===== config.mk =====
export PLATFORM = sky130hd
export DESIGN_NAME = skip_condition_evaluator
export DESIGN_NICKNAME = d
export VERILOG_FILES = /design/src/design/skip_eval_pkg.sv /design/src/design/request_flag_bank.sv /design/src/design/skip_condition_evaluator.sv
export VERILOG_INCLUDE_DIRS = /design/src /design/src/design
export SDC_FILE = /design/constraint.sdc
export NUM_CORES = 1
export LEC_CHECK = 0
export BUFFER_PORTS_ARGS = -buffer_cell sky130_fd_sc_hd__buf_2
export CAP_MARGIN = 20
export CORE_ASPECT_RATIO = 1.5
export CORE_MARGIN = 3
export CORE_UTILIZATION = 45
export DETAILED_ROUTE_END_ITERATION = 10
export PLACE_DENSITY = 0.77
export SLEW_MARGIN = 0
export SYNTH_ARGS = -nofsm -noshare
export SYNTH_HDL_FRONTEND = slang
export SYNTH_SLANG_ARGS = --single-unit

===== constraint.sdc =====
create_clock -name clk_i -period 3.6 [get_ports clk_i]
set_input_delay 0.36 -clock clk_i [delete_from_list [all_inputs] [get_ports clk_i]]
set_output_delay 0.36 -clock clk_i [all_outputs]
set_load 0.005 [all_outputs]

===== src/design/skip_eval_regs.svh =====
// register offsets, field positions and reset values of the skip evaluator
`ifndef SKIP_EVAL_REGS_SVH
`define SKIP_EVAL_REGS_SVH
`define IRQ_CONTROL_FIRST_OFS 6'h00
`define IRQ_CONTROL_SECOND_OFS 6'h04
`define EXT0_CONTROL_OFS 6'h08
`define EXT1_CONTROL_OFS 6'h0C
`define FLAG_STATUS_OFS 6'h10
`define SKIP_STATUS_OFS 6'h14
`define CTRL_RESET 4'h0
`define EXT0_ENABLE_BIT 0
`define EXT1_ENABLE_BIT 1
`define TIMER1_ENABLE_BIT 2
`define TIMER2_ENABLE_BIT 3
`define TIMER3_ENABLE_BIT 0
`define CONVERSION_ENABLE_BIT 2
`define SERIAL_ENABLE_BIT 3
`define EXT0_POLARITY_BIT 2
`define EXT1_POLARITY_BIT 2
`define FLAG_EXT0 0
`define FLAG_EXT1 1
`define FLAG_TIMER1 2
`define FLAG_TIMER2 3
`define FLAG_TIMER3 4
`define FLAG_CONV 5
`define FLAG_SERIAL 6
`define FLAG_COUNT 7
`define SKIP_PENDING_BIT 0
`define SKIP_LAST_BIT 1
`endif

===== src/design/skip_eval_pkg.sv =====
// types shared by the skip evaluator files
package skip_eval_pkg;
  typedef enum logic [3:0] {
    OP_SKIP_IF_ACC_EQUALS_IMM = 4'h0,
    OP_SKIP_IF_ACC_EQUALS_MEM = 4'h1,
    OP_TEST_EXT0_REQUEST = 4'h2,
    OP_TEST_EXT1_REQUEST = 4'h3,
    OP_TEST_CONVERSION_DONE = 4'h4,
    OP_TEST_SERIAL_DONE = 4'h5,
    OP_TEST_TIMER1_REQUEST = 4'h6,
    OP_TEST_TIMER2_REQUEST = 4'h7,
    OP_TEST_TIMER3_REQUEST = 4'h8,
    OP_TEST_EXT0_PIN_LEVEL = 4'h9,
    OP_TEST_EXT1_PIN_LEVEL = 4'hA,
    OP_TEST_POWERDOWN_FLAG = 4'hB,
    OP_OTHER = 4'hF
  } skip_op_e;
  typedef enum logic [0:0] {
    ST_IDLE = 1'b0,
    ST_WAIT_IMM = 1'b1
  } eval_state_e;
endpackage


===== src/design/request_flag_bank.sv =====
// sticky request flags: peripheral sets, successful tests clear
`timescale 1ns/10ps
module request_flag_bank #(
  parameter int WIDTH = 7
) (
  // clock and reset
  input wire logic clk_i,
  input wire logic rst_i,
  // set and clear pulses
  input wire logic [WIDTH-1:0] set_i,
  input wire logic [WIDTH-1:0] clr_i,
  // flag levels
  output logic [WIDTH-1:0] flags_o
);
  logic [WIDTH-1:0] flags_reg;
  logic [WIDTH-1:0] flags_next;

  // set wins so a request arriving during its own clear survives
  assign flags_next = (flags_reg & ~clr_i) | set_i; // [RULE14]
  assign flags_o = flags_reg;

  // flag storage
  always_ff @(posedge clk_i) begin
    if (rst_i) begin
      flags_reg <= '0;
    end else begin
      flags_reg <= flags_next;
    end
  end
endmodule


===== src/design/skip_condition_evaluator.sv =====
// skip decision logic for compare-and-skip and flag-test instructions
// Operation
// (RULE1) immediate compare: two words, skip if equal
// (RULE2) memory compare: skip if accumulator equals nibble
// (RULE3) ext0 test: gated, skip and clear flag
// (RULE4) ext1 test: gated, skip and clear flag
// (RULE5) conversion test: gated, skip, clear, else no-op
// (RULE6) serial test: gated, skip, clear, else no-op
// (RULE7) timer1 test: gated, skip, clear, else no-op
// (RULE8) timer2 test: gated, skip, clear, else no-op
// (RULE9) timer3 test: gated, skip, clear, else no-op
// (RULE10) ext0 pin test: polarity bit picks level
// (RULE11) ext1 pin test: polarity bit picks level
// (RULE12) powerdown test: skip if set, keep flag
// (RULE13) skipped instruction changes no state
// (RULE14) new set never lost to clear
//
// Added by the designer: the Wishbone interface to the registers and the register offsets.
`timescale 1ns/10ps
`include "skip_eval_regs.svh"
module skip_condition_evaluator
  import skip_eval_pkg::*;
(
  // clock and reset
  input wire logic clk_i,
  input wire logic rst_i,
  // wishbone slave
  input wire logic wb_cyc_i,
  input wire logic wb_stb_i,
  input wire logic wb_we_i,
  input wire logic [5:0] wb_adr_i,
  input wire logic [3:0] wb_sel_i,
  input wire logic [31:0] wb_dat_i,
  output logic [31:0] wb_dat_o,
  output logic wb_ack_o,
  // instruction sequencer
  input wire logic exec_valid_i,
  input wire logic [3:0] exec_op_i,
  input wire logic imm_valid_i,
  input wire logic [3:0] imm_i,
  input wire logic [3:0] acc_i,
  input wire logic [3:0] pointed_memory_nibble_i,
  output logic exec_skipped_o,
  output logic skip_valid_o,
  output logic skip_o,
  output logic skip_pending_o,
  // peripheral request sets and pins
  input wire logic [`FLAG_COUNT-1:0] flag_set_i,
  input wire logic ext0_pin_i,
  input wire logic ext1_pin_i,
  input wire logic powerdown_flag_i,
  // flag levels toward the core
  output logic [`FLAG_COUNT-1:0] request_flags_o
);
  ////////////////////////////////////////////////////////////////////////////
  // functions

  // one-hot flag that an op tests, zero for non-flag ops
  function automatic logic [`FLAG_COUNT-1:0] flag_mask(input logic [3:0] op);
    logic [`FLAG_COUNT-1:0] m;
    m = '0;
    unique case (op)
      OP_TEST_EXT0_REQUEST: m[`FLAG_EXT0] = 1'b1;
      OP_TEST_EXT1_REQUEST: m[`FLAG_EXT1] = 1'b1;
      OP_TEST_CONVERSION_DONE: m[`FLAG_CONV] = 1'b1;
      OP_TEST_SERIAL_DONE: m[`FLAG_SERIAL] = 1'b1;
      OP_TEST_TIMER1_REQUEST: m[`FLAG_TIMER1] = 1'b1;
      OP_TEST_TIMER2_REQUEST: m[`FLAG_TIMER2] = 1'b1;
      OP_TEST_TIMER3_REQUEST: m[`FLAG_TIMER3] = 1'b1;
      default: m = '0;
    endcase
    return m;
  endfunction

  // enable bit that turns a flag test into a no-op
  function automatic logic gate_bit(input logic [3:0] op, input logic [3:0] c1, input logic [3:0] c2);
    logic g;
    g = 1'b0;
    unique case (op)
      OP_TEST_EXT0_REQUEST: g = c1[`EXT0_ENABLE_BIT];
      OP_TEST_EXT1_REQUEST: g = c1[`EXT1_ENABLE_BIT];
      OP_TEST_TIMER1_REQUEST: g = c1[`TIMER1_ENABLE_BIT];
      OP_TEST_TIMER2_REQUEST: g = c1[`TIMER2_ENABLE_BIT];
      OP_TEST_TIMER3_REQUEST: g = c2[`TIMER3_ENABLE_BIT];
      OP_TEST_CONVERSION_DONE: g = c2[`CONVERSION_ENABLE_BIT];
      OP_TEST_SERIAL_DONE: g = c2[`SERIAL_ENABLE_BIT];
      default: g = 1'b0;
    endcase
    return g;
  endfunction

  // byte-lane merge of a 4-bit control register
  function automatic logic [3:0] lane_write(input logic [3:0] old, input logic [31:0] d, input logic [3:0] sel);
    return sel[0] ? d[3:0] : old;
  endfunction

  ////////////////////////////////////////////////////////////////////////////
  // wishbone register file
  logic [3:0] irq_control_first_reg;
  logic [3:0] irq_control_second_reg;
  logic [3:0] ext0_control_reg;
  logic [3:0] ext1_control_reg;
  logic wb_ack_reg;
  logic [31:0] wb_dat_reg;
  logic skip_last_reg;
  logic skip_pending_reg;
  logic [`FLAG_COUNT-1:0] flags;

  // decode; one wait state, unmapped reads give zero
  wire bus_req = wb_cyc_i & wb_stb_i & ~wb_ack_reg;
  // write lands on the acknowledged edge, as the master sees it
  wire bus_wr = wb_cyc_i & wb_stb_i & wb_we_i & wb_ack_reg;
  wire hit_ctrl1 = wb_adr_i == `IRQ_CONTROL_FIRST_OFS;
  wire hit_ctrl2 = wb_adr_i == `IRQ_CONTROL_SECOND_OFS;
  wire hit_ext0 = wb_adr_i == `EXT0_CONTROL_OFS;
  wire hit_ext1 = wb_adr_i == `EXT1_CONTROL_OFS;
  wire hit_flags = wb_adr_i == `FLAG_STATUS_OFS;
  wire hit_skip = wb_adr_i == `SKIP_STATUS_OFS;
  wire [31:0] rd_mux = hit_ctrl1 ? {28'h0000000, irq_control_first_reg} :
                       hit_ctrl2 ? {28'h0000000, irq_control_second_reg} :
                       hit_ext0 ? {28'h0000000, ext0_control_reg} :
                       hit_ext1 ? {28'h0000000, ext1_control_reg} :
                       hit_flags ? {25'h0, flags} :
                       hit_skip ? {30'h0, skip_last_reg, skip_pending_reg} : 32'h00000000;

  // control writes and registered read data
  always_ff @(posedge clk_i) begin
    if (rst_i) begin
      irq_control_first_reg <= `CTRL_RESET;
      irq_control_second_reg <= `CTRL_RESET;
      ext0_control_reg <= `CTRL_RESET;
      ext1_control_reg <= `CTRL_RESET;
      wb_ack_reg <= 1'b0;
      wb_dat_reg <= 32'h00000000;
    end else begin
      wb_ack_reg <= bus_req;
      wb_dat_reg <= bus_req ? rd_mux : 32'h00000000;
      if (bus_wr && hit_ctrl1) irq_control_first_reg <= lane_write(irq_control_first_reg, wb_dat_i, wb_sel_i);
      if (bus_wr && hit_ctrl2) irq_control_second_reg <= lane_write(irq_control_second_reg, wb_dat_i, wb_sel_i);
      if (bus_wr && hit_ext0) ext0_control_reg <= lane_write(ext0_control_reg, wb_dat_i, wb_sel_i);
      if (bus_wr && hit_ext1) ext1_control_reg <= lane_write(ext1_control_reg, wb_dat_i, wb_sel_i);
    end
  end

  assign wb_ack_o = wb_ack_reg;
  assign wb_dat_o = wb_dat_reg;

  // bus handshake: one wait state, one-cycle ack, data only with ack
  chk_bus_ack_wait: assert property (@(posedge clk_i) disable iff (rst_i)
    wb_cyc_i && wb_stb_i && !wb_ack_o |=> wb_ack_o)
    else $error("bus request not acknowledged after one wait state");
  chk_bus_ack_pulse: assert property (@(posedge clk_i) disable iff (rst_i)
    wb_ack_o |=> !wb_ack_o)
    else $error("bus ack held longer than one cycle");
  chk_bus_data_idle: assert property (@(posedge clk_i) disable iff (rst_i)
    !wb_ack_o |-> wb_dat_o == 32'h00000000)
    else $error("bus read data not zero outside ack");

  ////////////////////////////////////////////////////////////////////////////
  // instruction evaluation
  eval_state_e state_reg;
  eval_state_e state_next;
  logic [3:0] acc_hold_reg;
  logic skip_valid_reg;
  logic skip_reg;

  // a skipped instruction is swallowed here and has no effect
  wire exec_skipped = exec_valid_i & skip_pending_reg; // [RULE13]
  wire take = exec_valid_i & ~skip_pending_reg & (state_reg == ST_IDLE);
  wire [`FLAG_COUNT-1:0] op_mask = flag_mask(exec_op_i);
  wire op_gate = gate_bit(exec_op_i, irq_control_first_reg, irq_control_second_reg);
  // gated test behaves as a no-op: no skip, no clear
  wire flag_hit = (|(op_mask & flags)) & ~op_gate; // [RULE3] [RULE4] [RULE5] [RULE6] [RULE7] [RULE8] [RULE9]
  wire [`FLAG_COUNT-1:0] flag_clr = op_mask & {`FLAG_COUNT{take & flag_hit}}; // [RULE3] [RULE4] [RULE14]
  wire pin0_hit = ext0_control_reg[`EXT0_POLARITY_BIT] ? ext0_pin_i : ~ext0_pin_i; // [RULE10]
  wire pin1_hit = ext1_control_reg[`EXT1_POLARITY_BIT] ? ext1_pin_i : ~ext1_pin_i; // [RULE11]
  wire is_imm = exec_op_i == OP_SKIP_IF_ACC_EQUALS_IMM;
  wire imm_done = (state_reg == ST_WAIT_IMM) & imm_valid_i;
  wire imm_equal = acc_hold_reg == imm_i; // [RULE1]
  wire mem_equal = acc_i == pointed_memory_nibble_i; // [RULE2]
  // single-cycle decision; powerdown flag is only read, never cleared
  wire one_cycle_skip = (exec_op_i == OP_SKIP_IF_ACC_EQUALS_MEM) ? mem_equal :
                        (exec_op_i == OP_TEST_EXT0_PIN_LEVEL) ? pin0_hit :
                        (exec_op_i == OP_TEST_EXT1_PIN_LEVEL) ? pin1_hit :
                        (exec_op_i == OP_TEST_POWERDOWN_FLAG) ? powerdown_flag_i : flag_hit; // [RULE12]
  wire decide = (take & ~is_imm) | imm_done;
  wire decide_skip = imm_done ? imm_equal : one_cycle_skip;

  // two-word compare waits for its immediate word
  always_comb begin
    state_next = state_reg;
    unique case (state_reg)
      ST_IDLE: if (take && is_imm) state_next = ST_WAIT_IMM; // [RULE1]
      ST_WAIT_IMM: if (imm_valid_i) state_next = ST_IDLE;
    endcase
  end

  // decision registers; pending skip consumed by the next instruction
  always_ff @(posedge clk_i) begin
    if (rst_i) begin
      state_reg <= ST_IDLE;
      acc_hold_reg <= 4'h0;
      skip_valid_reg <= 1'b0;
      skip_reg <= 1'b0;
      skip_last_reg <= 1'b0;
      skip_pending_reg <= 1'b0;
    end else begin
      state_reg <= state_next;
      if (take && is_imm) acc_hold_reg <= acc_i;
      skip_valid_reg <= decide;
      skip_reg <= decide & decide_skip;
      if (decide) skip_last_reg <= decide_skip;
      if (decide) skip_pending_reg <= decide_skip;
      else if (exec_skipped) skip_pending_reg <= 1'b0; // [RULE13]
    end
  end

  // request flags
  request_flag_bank #(
    .WIDTH(`FLAG_COUNT)
  ) u_flags (
    .clk_i(clk_i),
    .rst_i(rst_i),
    .set_i(flag_set_i),
    .clr_i(flag_clr),
    .flags_o(flags)
  );

  assign exec_skipped_o = exec_skipped;
  assign skip_valid_o = skip_valid_reg;
  assign skip_o = skip_reg;
  assign skip_pending_o = skip_pending_reg;
  assign request_flags_o = flags;

  ////////////////////////////////////////////////////////////////////////////
  // checks
  chk_imm_compare_skip: assert property (@(posedge clk_i) disable iff (rst_i) // [RULE1]
    take && is_imm ##1 imm_valid_i |=> skip_valid_o && (skip_o == ($past(imm_i) == $past(acc_i, 2))))
    else $error("immediate compare skip wrong");
  chk_mem_compare_skip: assert property (@(posedge clk_i) disable iff (rst_i) // [RULE2]
    take && exec_op_i == OP_SKIP_IF_ACC_EQUALS_MEM |=> skip_valid_o && skip_o == $past(mem_equal))
    else $error("memory compare skip wrong");
  chk_ext0_skip_clear: assert property (@(posedge clk_i) disable iff (rst_i) // [RULE3]
    take && exec_op_i == OP_TEST_EXT0_REQUEST && flags[`FLAG_EXT0] && !irq_control_first_reg[`EXT0_ENABLE_BIT]
    && !flag_set_i[`FLAG_EXT0] |=> skip_o && !flags[`FLAG_EXT0])
    else $error("ext0 test did not skip and clear");
  chk_gated_nop: assert property (@(posedge clk_i) disable iff (rst_i) // [RULE5]
    take && |op_mask && op_gate |=> !skip_o &&
    ((flags & $past(op_mask)) == (($past(flags) | $past(flag_set_i)) & $past(op_mask))))
    else $error("gated flag test was not a no-op");
  chk_timer3_gate: assert property (@(posedge clk_i) disable iff (rst_i) // [RULE9]
    take && exec_op_i == OP_TEST_TIMER3_REQUEST |=>
    skip_o == ($past(flags[`FLAG_TIMER3]) && !$past(irq_control_second_reg[`TIMER3_ENABLE_BIT])))
    else $error("timer3 test gate wrong");
  chk_pin0_polarity: assert property (@(posedge clk_i) disable iff (rst_i) // [RULE10]
    take && exec_op_i == OP_TEST_EXT0_PIN_LEVEL |=>
    skip_o == ($past(ext0_pin_i) == $past(ext0_control_reg[`EXT0_POLARITY_BIT])))
    else $error("ext0 pin polarity wrong");
  chk_powerdown_keep: assert property (@(posedge clk_i) disable iff (rst_i) // [RULE12]
    take && exec_op_i == OP_TEST_POWERDOWN_FLAG |=>
    skip_o == $past(powerdown_flag_i) && ($stable(flags) || |$past(flag_set_i)))
    else $error("powerdown test wrong");
  chk_skipped_inert: assert property (@(posedge clk_i) disable iff (rst_i) // [RULE13]
    exec_skipped |-> flag_clr == '0 ##1 !skip_valid_o && !skip_pending_o)
    else $error("skipped instruction had an effect");
  chk_set_wins: assert property (@(posedge clk_i) disable iff (rst_i) // [RULE14]
    |(flag_set_i & flag_clr) |=> (flags & $past(flag_set_i)) == $past(flag_set_i))
    else $error("new request lost to clear");

  ////////////////////////////////////////////////////////////////////////////
  // flag tests with their enable bit clear skip and clear their own flag; ext1 pin test skips on the level its polarity bit picks
  chk_ext1_skip_clear: assert property (@(posedge clk_i) disable iff (rst_i) // [RULE4]
    take && exec_op_i == OP_TEST_EXT1_REQUEST && flags[`FLAG_EXT1] && !irq_control_first_reg[`EXT1_ENABLE_BIT]
    && !flag_set_i[`FLAG_EXT1] |=> skip_o && !flags[`FLAG_EXT1])
    else $error("ext1 test did not skip and clear");
  chk_conv_skip_clear: assert property (@(posedge clk_i) disable iff (rst_i) // [RULE5]
    take && exec_op_i == OP_TEST_CONVERSION_DONE && flags[`FLAG_CONV]
    && !irq_control_second_reg[`CONVERSION_ENABLE_BIT] && !flag_set_i[`FLAG_CONV] |=> skip_o && !flags[`FLAG_CONV])
    else $error("conversion test did not skip and clear");
  chk_serial_skip_clear: assert property (@(posedge clk_i) disable iff (rst_i) // [RULE6]
    take && exec_op_i == OP_TEST_SERIAL_DONE && flags[`FLAG_SERIAL]
    && !irq_control_second_reg[`SERIAL_ENABLE_BIT] && !flag_set_i[`FLAG_SERIAL] |=> skip_o && !flags[`FLAG_SERIAL])
    else $error("serial test did not skip and clear");
  chk_timer1_skip_clear: assert property (@(posedge clk_i) disable iff (rst_i) // [RULE7]
    take && exec_op_i == OP_TEST_TIMER1_REQUEST && flags[`FLAG_TIMER1]
    && !irq_control_first_reg[`TIMER1_ENABLE_BIT] && !flag_set_i[`FLAG_TIMER1] |=> skip_o && !flags[`FLAG_TIMER1])
    else $error("timer1 test did not skip and clear");
  chk_timer2_skip_clear: assert property (@(posedge clk_i) disable iff (rst_i) // [RULE8]
    take && exec_op_i == OP_TEST_TIMER2_REQUEST && flags[`FLAG_TIMER2]
    && !irq_control_first_reg[`TIMER2_ENABLE_BIT] && !flag_set_i[`FLAG_TIMER2] |=> skip_o && !flags[`FLAG_TIMER2])
    else $error("timer2 test did not skip and clear");
  chk_pin1_polarity: assert property (@(posedge clk_i) disable iff (rst_i) // [RULE11]
    take && exec_op_i == OP_TEST_EXT1_PIN_LEVEL |=>
    skip_o == ($past(ext1_pin_i) == $past(ext1_control_reg[`EXT1_POLARITY_BIT])))
    else $error("ext1 pin polarity wrong");

  // decision pulse shape; a clear flag never skips
  chk_unset_flag_noskip: assert property (@(posedge clk_i) disable iff (rst_i) // [RULE3]
    take && |op_mask && !(|(op_mask & flags)) |=> !skip_o)
    else $error("flag test skipped on a clear flag");
  chk_imm_first_word: assert property (@(posedge clk_i) disable iff (rst_i) // [RULE1]
    take && is_imm |=> !skip_valid_o)
    else $error("immediate compare decided before its second word");
  chk_skip_needs_valid: assert property (@(posedge clk_i) disable iff (rst_i) // [RULE13]
    skip_o |-> skip_valid_o)
    else $error("skip shown without a decision");
  chk_pending_follows_skip: assert property (@(posedge clk_i) disable iff (rst_i) // [RULE13]
    skip_valid_o |-> skip_pending_o == skip_o)
    else $error("pending skip does not follow decision");
endmodule


==> results of run 1 <==
## worst register-to-register path, stage by stage, from the launching register on
cell       delay [ns]
dfxtp_1          0.33
mux2_4           0.27
a32o_1           0.27
or3_4            0.40
a41oi_2          0.19
a2111oi_2        0.10
a221o_1          0.28
## synth_stat cells (2+ instances only)
library cell / n / area, um^2
dfxtp_1: 40 / 800.8
nor2_1: 31 / 116.4
buf_4: 27 / 202.7
nand2_1: 23 / 86.33
a21oi_1: 22 / 110.1
mux2i_1: 15 / 150.1
inv_1: 8 / 30.03
nand3_1: 8 / 40.04
o21ai_0: 8 / 40.04
and2_1: 6 / 37.54
clkbuf_1: 6 / 22.52
nand3b_1: 6 / 45.04
xor2_1: 6 / 52.55
a211oi_1: 5 / 37.54
nand2b_1: 4 / 25.02
nor3_1: 4 / 20.02
xnor2_1: 4 / 35.03
a22oi_1: 3 / 22.52
nand4_1: 3 / 18.77
and3_1: 2 / 12.51
buf_2: 2 / 10.01
mux2_2: 2 / 22.52
nor4_1: 2 / 12.51
o41ai_1: 2 / 17.52
## per-stage QoR
stage | hold WS, ns | total power, W | worst slack (ns) | util | cell area [um^2]
2_1_floorplan | 0.4472 | 0.0005537 | 1.692 | - | 2313
3_3_place_gp | 0.4641 | 0.0005827 | 1.315 | 0.5285 | 2460
3_5_place_dp | 0.4673 | 0.0005847 | 1.292 | 0.5285 | 2460
4_1_cts | 0.2895 | 0.0009428 | 1.605 | 0.5516 | 2567
5_1_grt | 0.2881 | 0.0009815 | 1.521 | 0.5516 | 2567
6_report | 0.2858 | 0.0009398 | 1.602 | 0.5516 | 2567
## final timing paths
| check | from | cells past startpoint | endpoint |
|---|---|---|---|
| setup reg to reg | u_flags.flags_o[2] | 6 | skip_pending_o |
| hold reg to reg | ext0_control_reg[0] | 2 | ext0_control_reg[0] |
| hold / removal | flag_set_i[4] | 3 | u_flags.flags_o[4] |
| setup / recovery | exec_op_i[0] | 7 | skip_pending_o |
## logic make-up after synthesis
family / count (synthesis) / share of synthesized area
AND/OR/NAND/NOR: 99 / 0.2240
other: 1 / 0.001687
multiplexers: 18 / 0.08441
XOR/XNOR: 10 / 0.03939
flip-flops: 40 / 0.3602
buffers and inverters: 45 / 0.1232
AO/OA/AOI/OAI: 55 / 0.1672
## layout make-up
type	count	area, um^2	share of cell area
timing repair buffer	62	310.3	0.1209
sequential	40	800.8	0.3119
inverter	8	30.03	0.01170
clock inverter	2	35.03	0.01365
clock buffer	6	72.57	0.02827
multi-input combinational	207	1239	0.4825
tap	64	80.08	0.03119
## layer usage
layer,GRT usage,routed length [um],up-vias
met5,0,0,-
met4,0.09910,207,0
met3,0.03799,267,16
met2,0.3173,2728,75
met1,0.1920,2059,927
li1,-,-,999
## placed cells by master, fill, tap and decap left out, drive strengths merged, types with 3 or more instances in the layout
| cell type | synthesis | final |
|---|---|---|
| a211oi | 5 | 5 |
| a21oi | 22 | 22 |
| a22oi | 3 | 3 |
| and2 | 6 | 6 |
| and3 | 3 | 3 |
| buf | 30 | 62 |
| clkbuf | 7 | 6 |
| conb | 1 | 25 |
| dfxtp | 40 | 40 |
| inv | 8 | 8 |
| mux2 | 3 | 3 |
| mux2i | 15 | 15 |
| nand2 | 23 | 23 |
| nand2b | 4 | 4 |
| nand3 | 8 | 8 |
| nand3b | 6 | 6 |
| nand4 | 3 | 3 |
| nor2 | 31 | 31 |
| nor3 | 4 | 4 |
| o21ai | 8 | 8 |
| or3 | 3 | 3 |
| xnor2 | 4 | 4 |
| xor2 | 6 | 6 |
## power by group through the flow
stage | Combinational (W) | Clock, W | Sequential (W)
floorplan | 0.0000839 | 0 | 0.000470
global placement | 0.000111 | 0 | 0.000472
detailed placement | 0.000113 | 0 | 0.000472
CTS | 0.000113 | 0.000368 | 0.000461
global route | 0.000126 | 0.000392 | 0.000463
finish | 0.000114 | 0.000364 | 0.000461
==> impl_results.md, run 1 <==
* Inserted Clock Buffers at 5
* Clock skew at 0.01027 ns
* Seq pwr share at 0.491
* CTS tree: yes
* Root Driver: clkbuf_8
* Synth unique cells at 53
* Post_cts resized at 0
* CP arrival at between 2 and 2.5 ns
* PD cells at 366.0 nW/um^2
* Post-DP HPWL at about 4 mm
* Pint at ~0.0007 W
* Slowest stage cell, crit path: or3_4
* Sink Count at 40
* # IOs at around 120
* Sw frac at 0.2478
* GRT Total Usage at 0.1785
* Post-synth ARST share at 0
* Minimum clock period at roughly 2.0 ns
* Clk pwr share at 0.388
* Hold crit path type: in2reg
* First drt pass iteration count at 4
* Fmax at between 0.5 and 0.6 GHz
* Mean Syn Cell Area at 8.296 um^2
* Number of antenna diodes at 0
* CP Launch Type: input pin
* Worst VDD drop at between 0.2 and 0.25 mV
* Slowest cell delay on critical path at ~0.4 ns
* Clock transition at path regs at around 0.08 ns
* Fin cells at 389
* Ys flop type: dfxtp_1
* Seq cells post-synth at 40
* FF-to-FF setup slack at 1.65 ns
* Lkg Pwr at roughly 1.2 nW
* DIE HEIGHT at about 92 um
* RSZ-0062 raised after global routing: no
* Setup violations, final at 0
* GP Congestion at approximately 0.86
* Proportion of layout cells with a drive suffix above 1 at 0.2431
* # H-tree levels at 2
* Drt wl/cell at 13.52 um
* GRT overflow at 0
* WP data required at 3.79 ns
* Initial Utilization at 0.4777
* Inst Count DP at around 380
* Global-route wire length before repair at around 8.3 mm
* Hold_buf cts at 0
* Crit-path leading delay family: compound AO/OA/AOI/OAI gates
* Final Slew Violations at 0
* Logic pwr share at 0.121
* Final hold violations at 0
* Vias per cell at between 5 and 6
* Crit path cell chain: buf_2 -> mux2_4 -> a32o_1 -> or3_4 -> a41oi_2 -> a2111oi_2 -> a221o_1
* Total number of vias at about 2000
* Buf/Inv on CP at 1
* Gate Count Post-Synth at about 270
* Register area share after synthesis at 0.3602
* Initial antenna violation count at 0
* Detailed Route WL at 5.261 mm
* Largest net degree at the start of global routing at 34
* Syn-to-layout area delta at 15.48%
* DRC at 0
* Outcome: finished clean
* Maxcap violations at 0
* Die Width at 63.39 um
* Worst slew pin tran at 0.6674 ns
* Die Footprint at ~5800 um^2
* Vias in the first global route at 1884
* Clock Latency Late Sink at ~0.30 ns
* WS Path Type: in2reg
* Psw at ~0.00023 W
* Crit path capture type: flop
* Fill cells at between 400 and 500
* DRT antenna net count at 0
* Post-synth EDFFs at 0
* Clock buffer depth at 2
* Max-slew headroom at 0.5510
* # port buffers at just over 60
* Final net count at around 400
* Synth Warn # at 0
* Worst-path fanout max at 16
* DR iter-0 viols at 88
* Setup Buffers After CTS at 0
* Core area at between 4000 and 5000 um^2
* Final setup TNS at 0 ns
* Period utilization at 0.5550
* Std-Cell Rows at 30
* Syn Std Cell Area at roughly 2200 um^2
Note: power is estimated with default switching activity, not from simulation.
==> inputs of run 2 (changes only) <==
Settings changed: CORE_UTILIZATION 45 to 41, PLACE_DENSITY 0.77 to 0.74.
Clock period 3.6 ns to 1.66 ns, I/O delays scaled along.
==> run 2 against run 1 <==
Net effect:
- sequential power grew 120%
- clock skew shrank 0.0019 ns
- largest cell class unchanged
- clock power is 120% higher
- register-to-register slack worse by 1.8 ns
- critical path depth is 1 lower
- non-clock buffer count increased by 40
- largest power group unchanged
- utilization rose by 0.61 points
- cell count rose by 11%
- hold slack got worse by 0.21 ns
- global-route usage hardly changed
- sequential share of layout area is 3.6 points lower
- wire length increased by 8.0%
- the run now ends with negative setup slack left
- critical endpoint unchanged
==> impl_results.md, run 2 (synthesis gave the netlist of run 1 again) <==
* R2R depth at 6 (unchanged)
* Vias in the first global route at 1925 (+2.2%)
* Worst VDD drop at 0.4263 mV (+110%)
* GP Congestion at 0.9249 (+7.1%)
* CTS tree: yes
* Sink Count at 40 (unchanged)
* Number of antenna diodes at 0 (unchanged)
* Lkg Pwr at 1.361 nW (+18%)
* DR iter-0 viols at 122 (+39%)
* Std-Cell Rows at 32 (+6.7%)
* Post-Place Cell Area at 2779 um^2 (+13%)
* Syn-to-layout area delta at 30.56%
* Outcome: complete, but fails checks
* PD cells at 726.7 nW/um^2 (+99%)
* Proportion of layout cells with a drive suffix above 1 at 0.3397 (+0.09665)
* Worst reg2reg path startpoint: u_flags.flags_o[2]
* First drt pass iteration count at 4 (unchanged)
* Inserted Clock Buffers at 5 (unchanged)
* Worst-path fanout max at 2 (-14)
* Sink of the worst hold path: u_flags.flags_o[6]
* WS Path Type: reg2reg
* Final setup TNS at -0.1463 ns (-0.1463 ns)
* Fmax at 0.5616 GHz
* Core area at 5205 um^2 (+12%)
* DRT antenna net count at 0 (unchanged)
* Die Footprint at 6361 um^2 (+9.0%)
* Setup WS post-layout at -0.1205 ns (-1.723 ns)
* Clock buffer depth at 2 (unchanged)
* Final net count at 439 (+10%)
* Initial Utilization at 0.4272 (-0.05052)
* Reg-to-Reg End: skip_pending_o
* Post-DP HPWL at 4.640 mm (+15%)
* # IOs at 119 (unchanged)
* Die Width at 66.13 um (+4.3%)
* CP arrival at 1.97 ns (-0.22 ns)
* Final Slew Violations at 0 (unchanged)
* Dpl ws at -0.1508 ns (-1.443 ns)
* FF-to-FF setup slack at -0.12 ns (-1.77 ns)
* WP data required at 1.85 ns (-1.94 ns)
* CP Launch Type: flop
* # H-tree levels at 2 (unchanged)
* RSZ-0062 raised after global routing: yes
* Period utilization at 1.073
* # port buffers at 62 (unchanged)
* Clock transition at path regs at 0.07 ns (about the same)
* Hold_sp: flag_set_i[6]
* DRC at 0 (unchanged)
* Crit path capture type: flop
* Final hold violations at 0 (unchanged)
* Buf/Inv on CP at 0 (-1)
* Total number of vias at 2150 (+6.6%)
* Slowest stage cell, crit path: or3_4
* Design area at 2903 um^2 (+13%)
* Vias per cell at 4.965 (-4.2%)
* Setup Buffers After CTS at 0 (unchanged)
* Min Hold Slack at 0.07101 ns (-0.2148 ns)
* Drt wl/cell at 13.12 um (-3.0%)
* Hold_buf cts at 0 (unchanged)
* Crit path cell chain: mux2_4 -> a32o_1 -> or3_4 -> a41oi_2 -> a2111oi_2 -> a221o_1
* Most common cell after layout, fill and taps aside: buf_2
* Failing checks: negative setup slack
* Root Driver: clkbuf_8
* Largest net degree at the start of global routing at 21 (-38%)
* Setup violations, final at 2 (+2)
* Hold Crit Depth at 3 (unchanged)
* Detailed Route WL at 5.682 mm (+8.0%)
* Initial antenna violation count at 0 (unchanged)
* DIE HEIGHT at 96.19 um (+4.5%)
* Pwr Total at 0.002109 W (+120%)
* Clock skew at 0.008326 ns (-0.001941 ns)
* Maxcap violations at 0 (unchanged)
* Hold crit path type: in2reg
* Clock Latency Late Sink at 0.31 ns (about the same)
* Crit-path leading delay family: compound AO/OA/AOI/OAI gates
* Slowest cell delay on critical path at 0.34 ns (-0.06 ns)
* Global-route wire length before repair at 8.597 mm (+3.1%)
* Most frequent cells in the layout: buf_2 (62), dfxtp_1 (39), buf_4 (39)
* Minimum clock period at 1.780 ns
* GRT Total Usage at 0.1787 (+0.0002107)
* GRT overflow at 0 (unchanged)
-- run 2: cell count changes in the layout (fill, tap and decap cells not counted), sizes merged --
cell | previous run | this run
buf | 62 | 102
clkbuf | 6 | 5
clkinvlp | 0 | 1
-- run 2: worst max-delay path by stage --
stage | slack (ns) | cells after the start | end | from
floorplan | -0.07 | 6 | skip_pending_o | u_flags.flags_o[2]
global placement | -0.14 | 7 | skip_pending_o | exec_op_i[0]
detailed placement | -0.15 | 7 | skip_pending_o | exec_op_i[0]
CTS | -0.13 | 6 | skip_pending_o | u_flags.flags_o[2]
global route | -0.17 | 6 | skip_pending_o | u_flags.flags_o[2]
finish | -0.12 | 6 | skip_pending_o | u_flags.flags_o[2]
-- run 2: final cells by class --
| type | instances | area, um^2 |
|---|---|---|
| Clock buffer | 5 | 68.82 |
| Clock inverter | 3 | 42.54 |
| Fill cell | 501 | 2302 |
| Inverter | 8 | 30.03 |
| Multi-Input combinational cell | 207 | 1251 |
| Sequential cell | 40 | 802.0 |
| Tap cell | 68 | 85.08 |
| Timing Repair Buffer | 102 | 623.1 |
-- run 2: repair_timing --
item,4_1_cts,5_1_grt
pin swaps,0,3
resized for setup,0,4
setup endpoints to repair,2,9
-- run 2: layer usage --
metal	track usage	wire length, um	vias up	share of wire
li1	-	-	1080	-
met1	0.1895	2164	974	0.38
met3	0.03505	341	16	0.060
met2	0.3223	2974	80	0.52
met5	0	0	-	0
met4	0.1017	201	0	0.035
-- run 2: stage by stage --
step,std cells,utilization
after global placement,425,0.5339
after global routing,433,0.5577
final,433,0.5577
after detailed placement,425,0.5339
after CTS,433,0.5553
after floorplan,292,-
-- run 2: worst min-delay path, delay by kind of cell --
kind            cells  cell delay [ns]
simple gates        1             0.06
buf+inv             1             0.08
compound gates      1             0.03
-- run 2: power by group --
group | internal [W] | leakage [nW] | switching [W]
Clock | 0.000444 | 0.0541 | 0.000345
Sequential | 0.000981 | 0.325 | 0.0000132
Combinational | 0.000162 | 0.982 | 0.000164
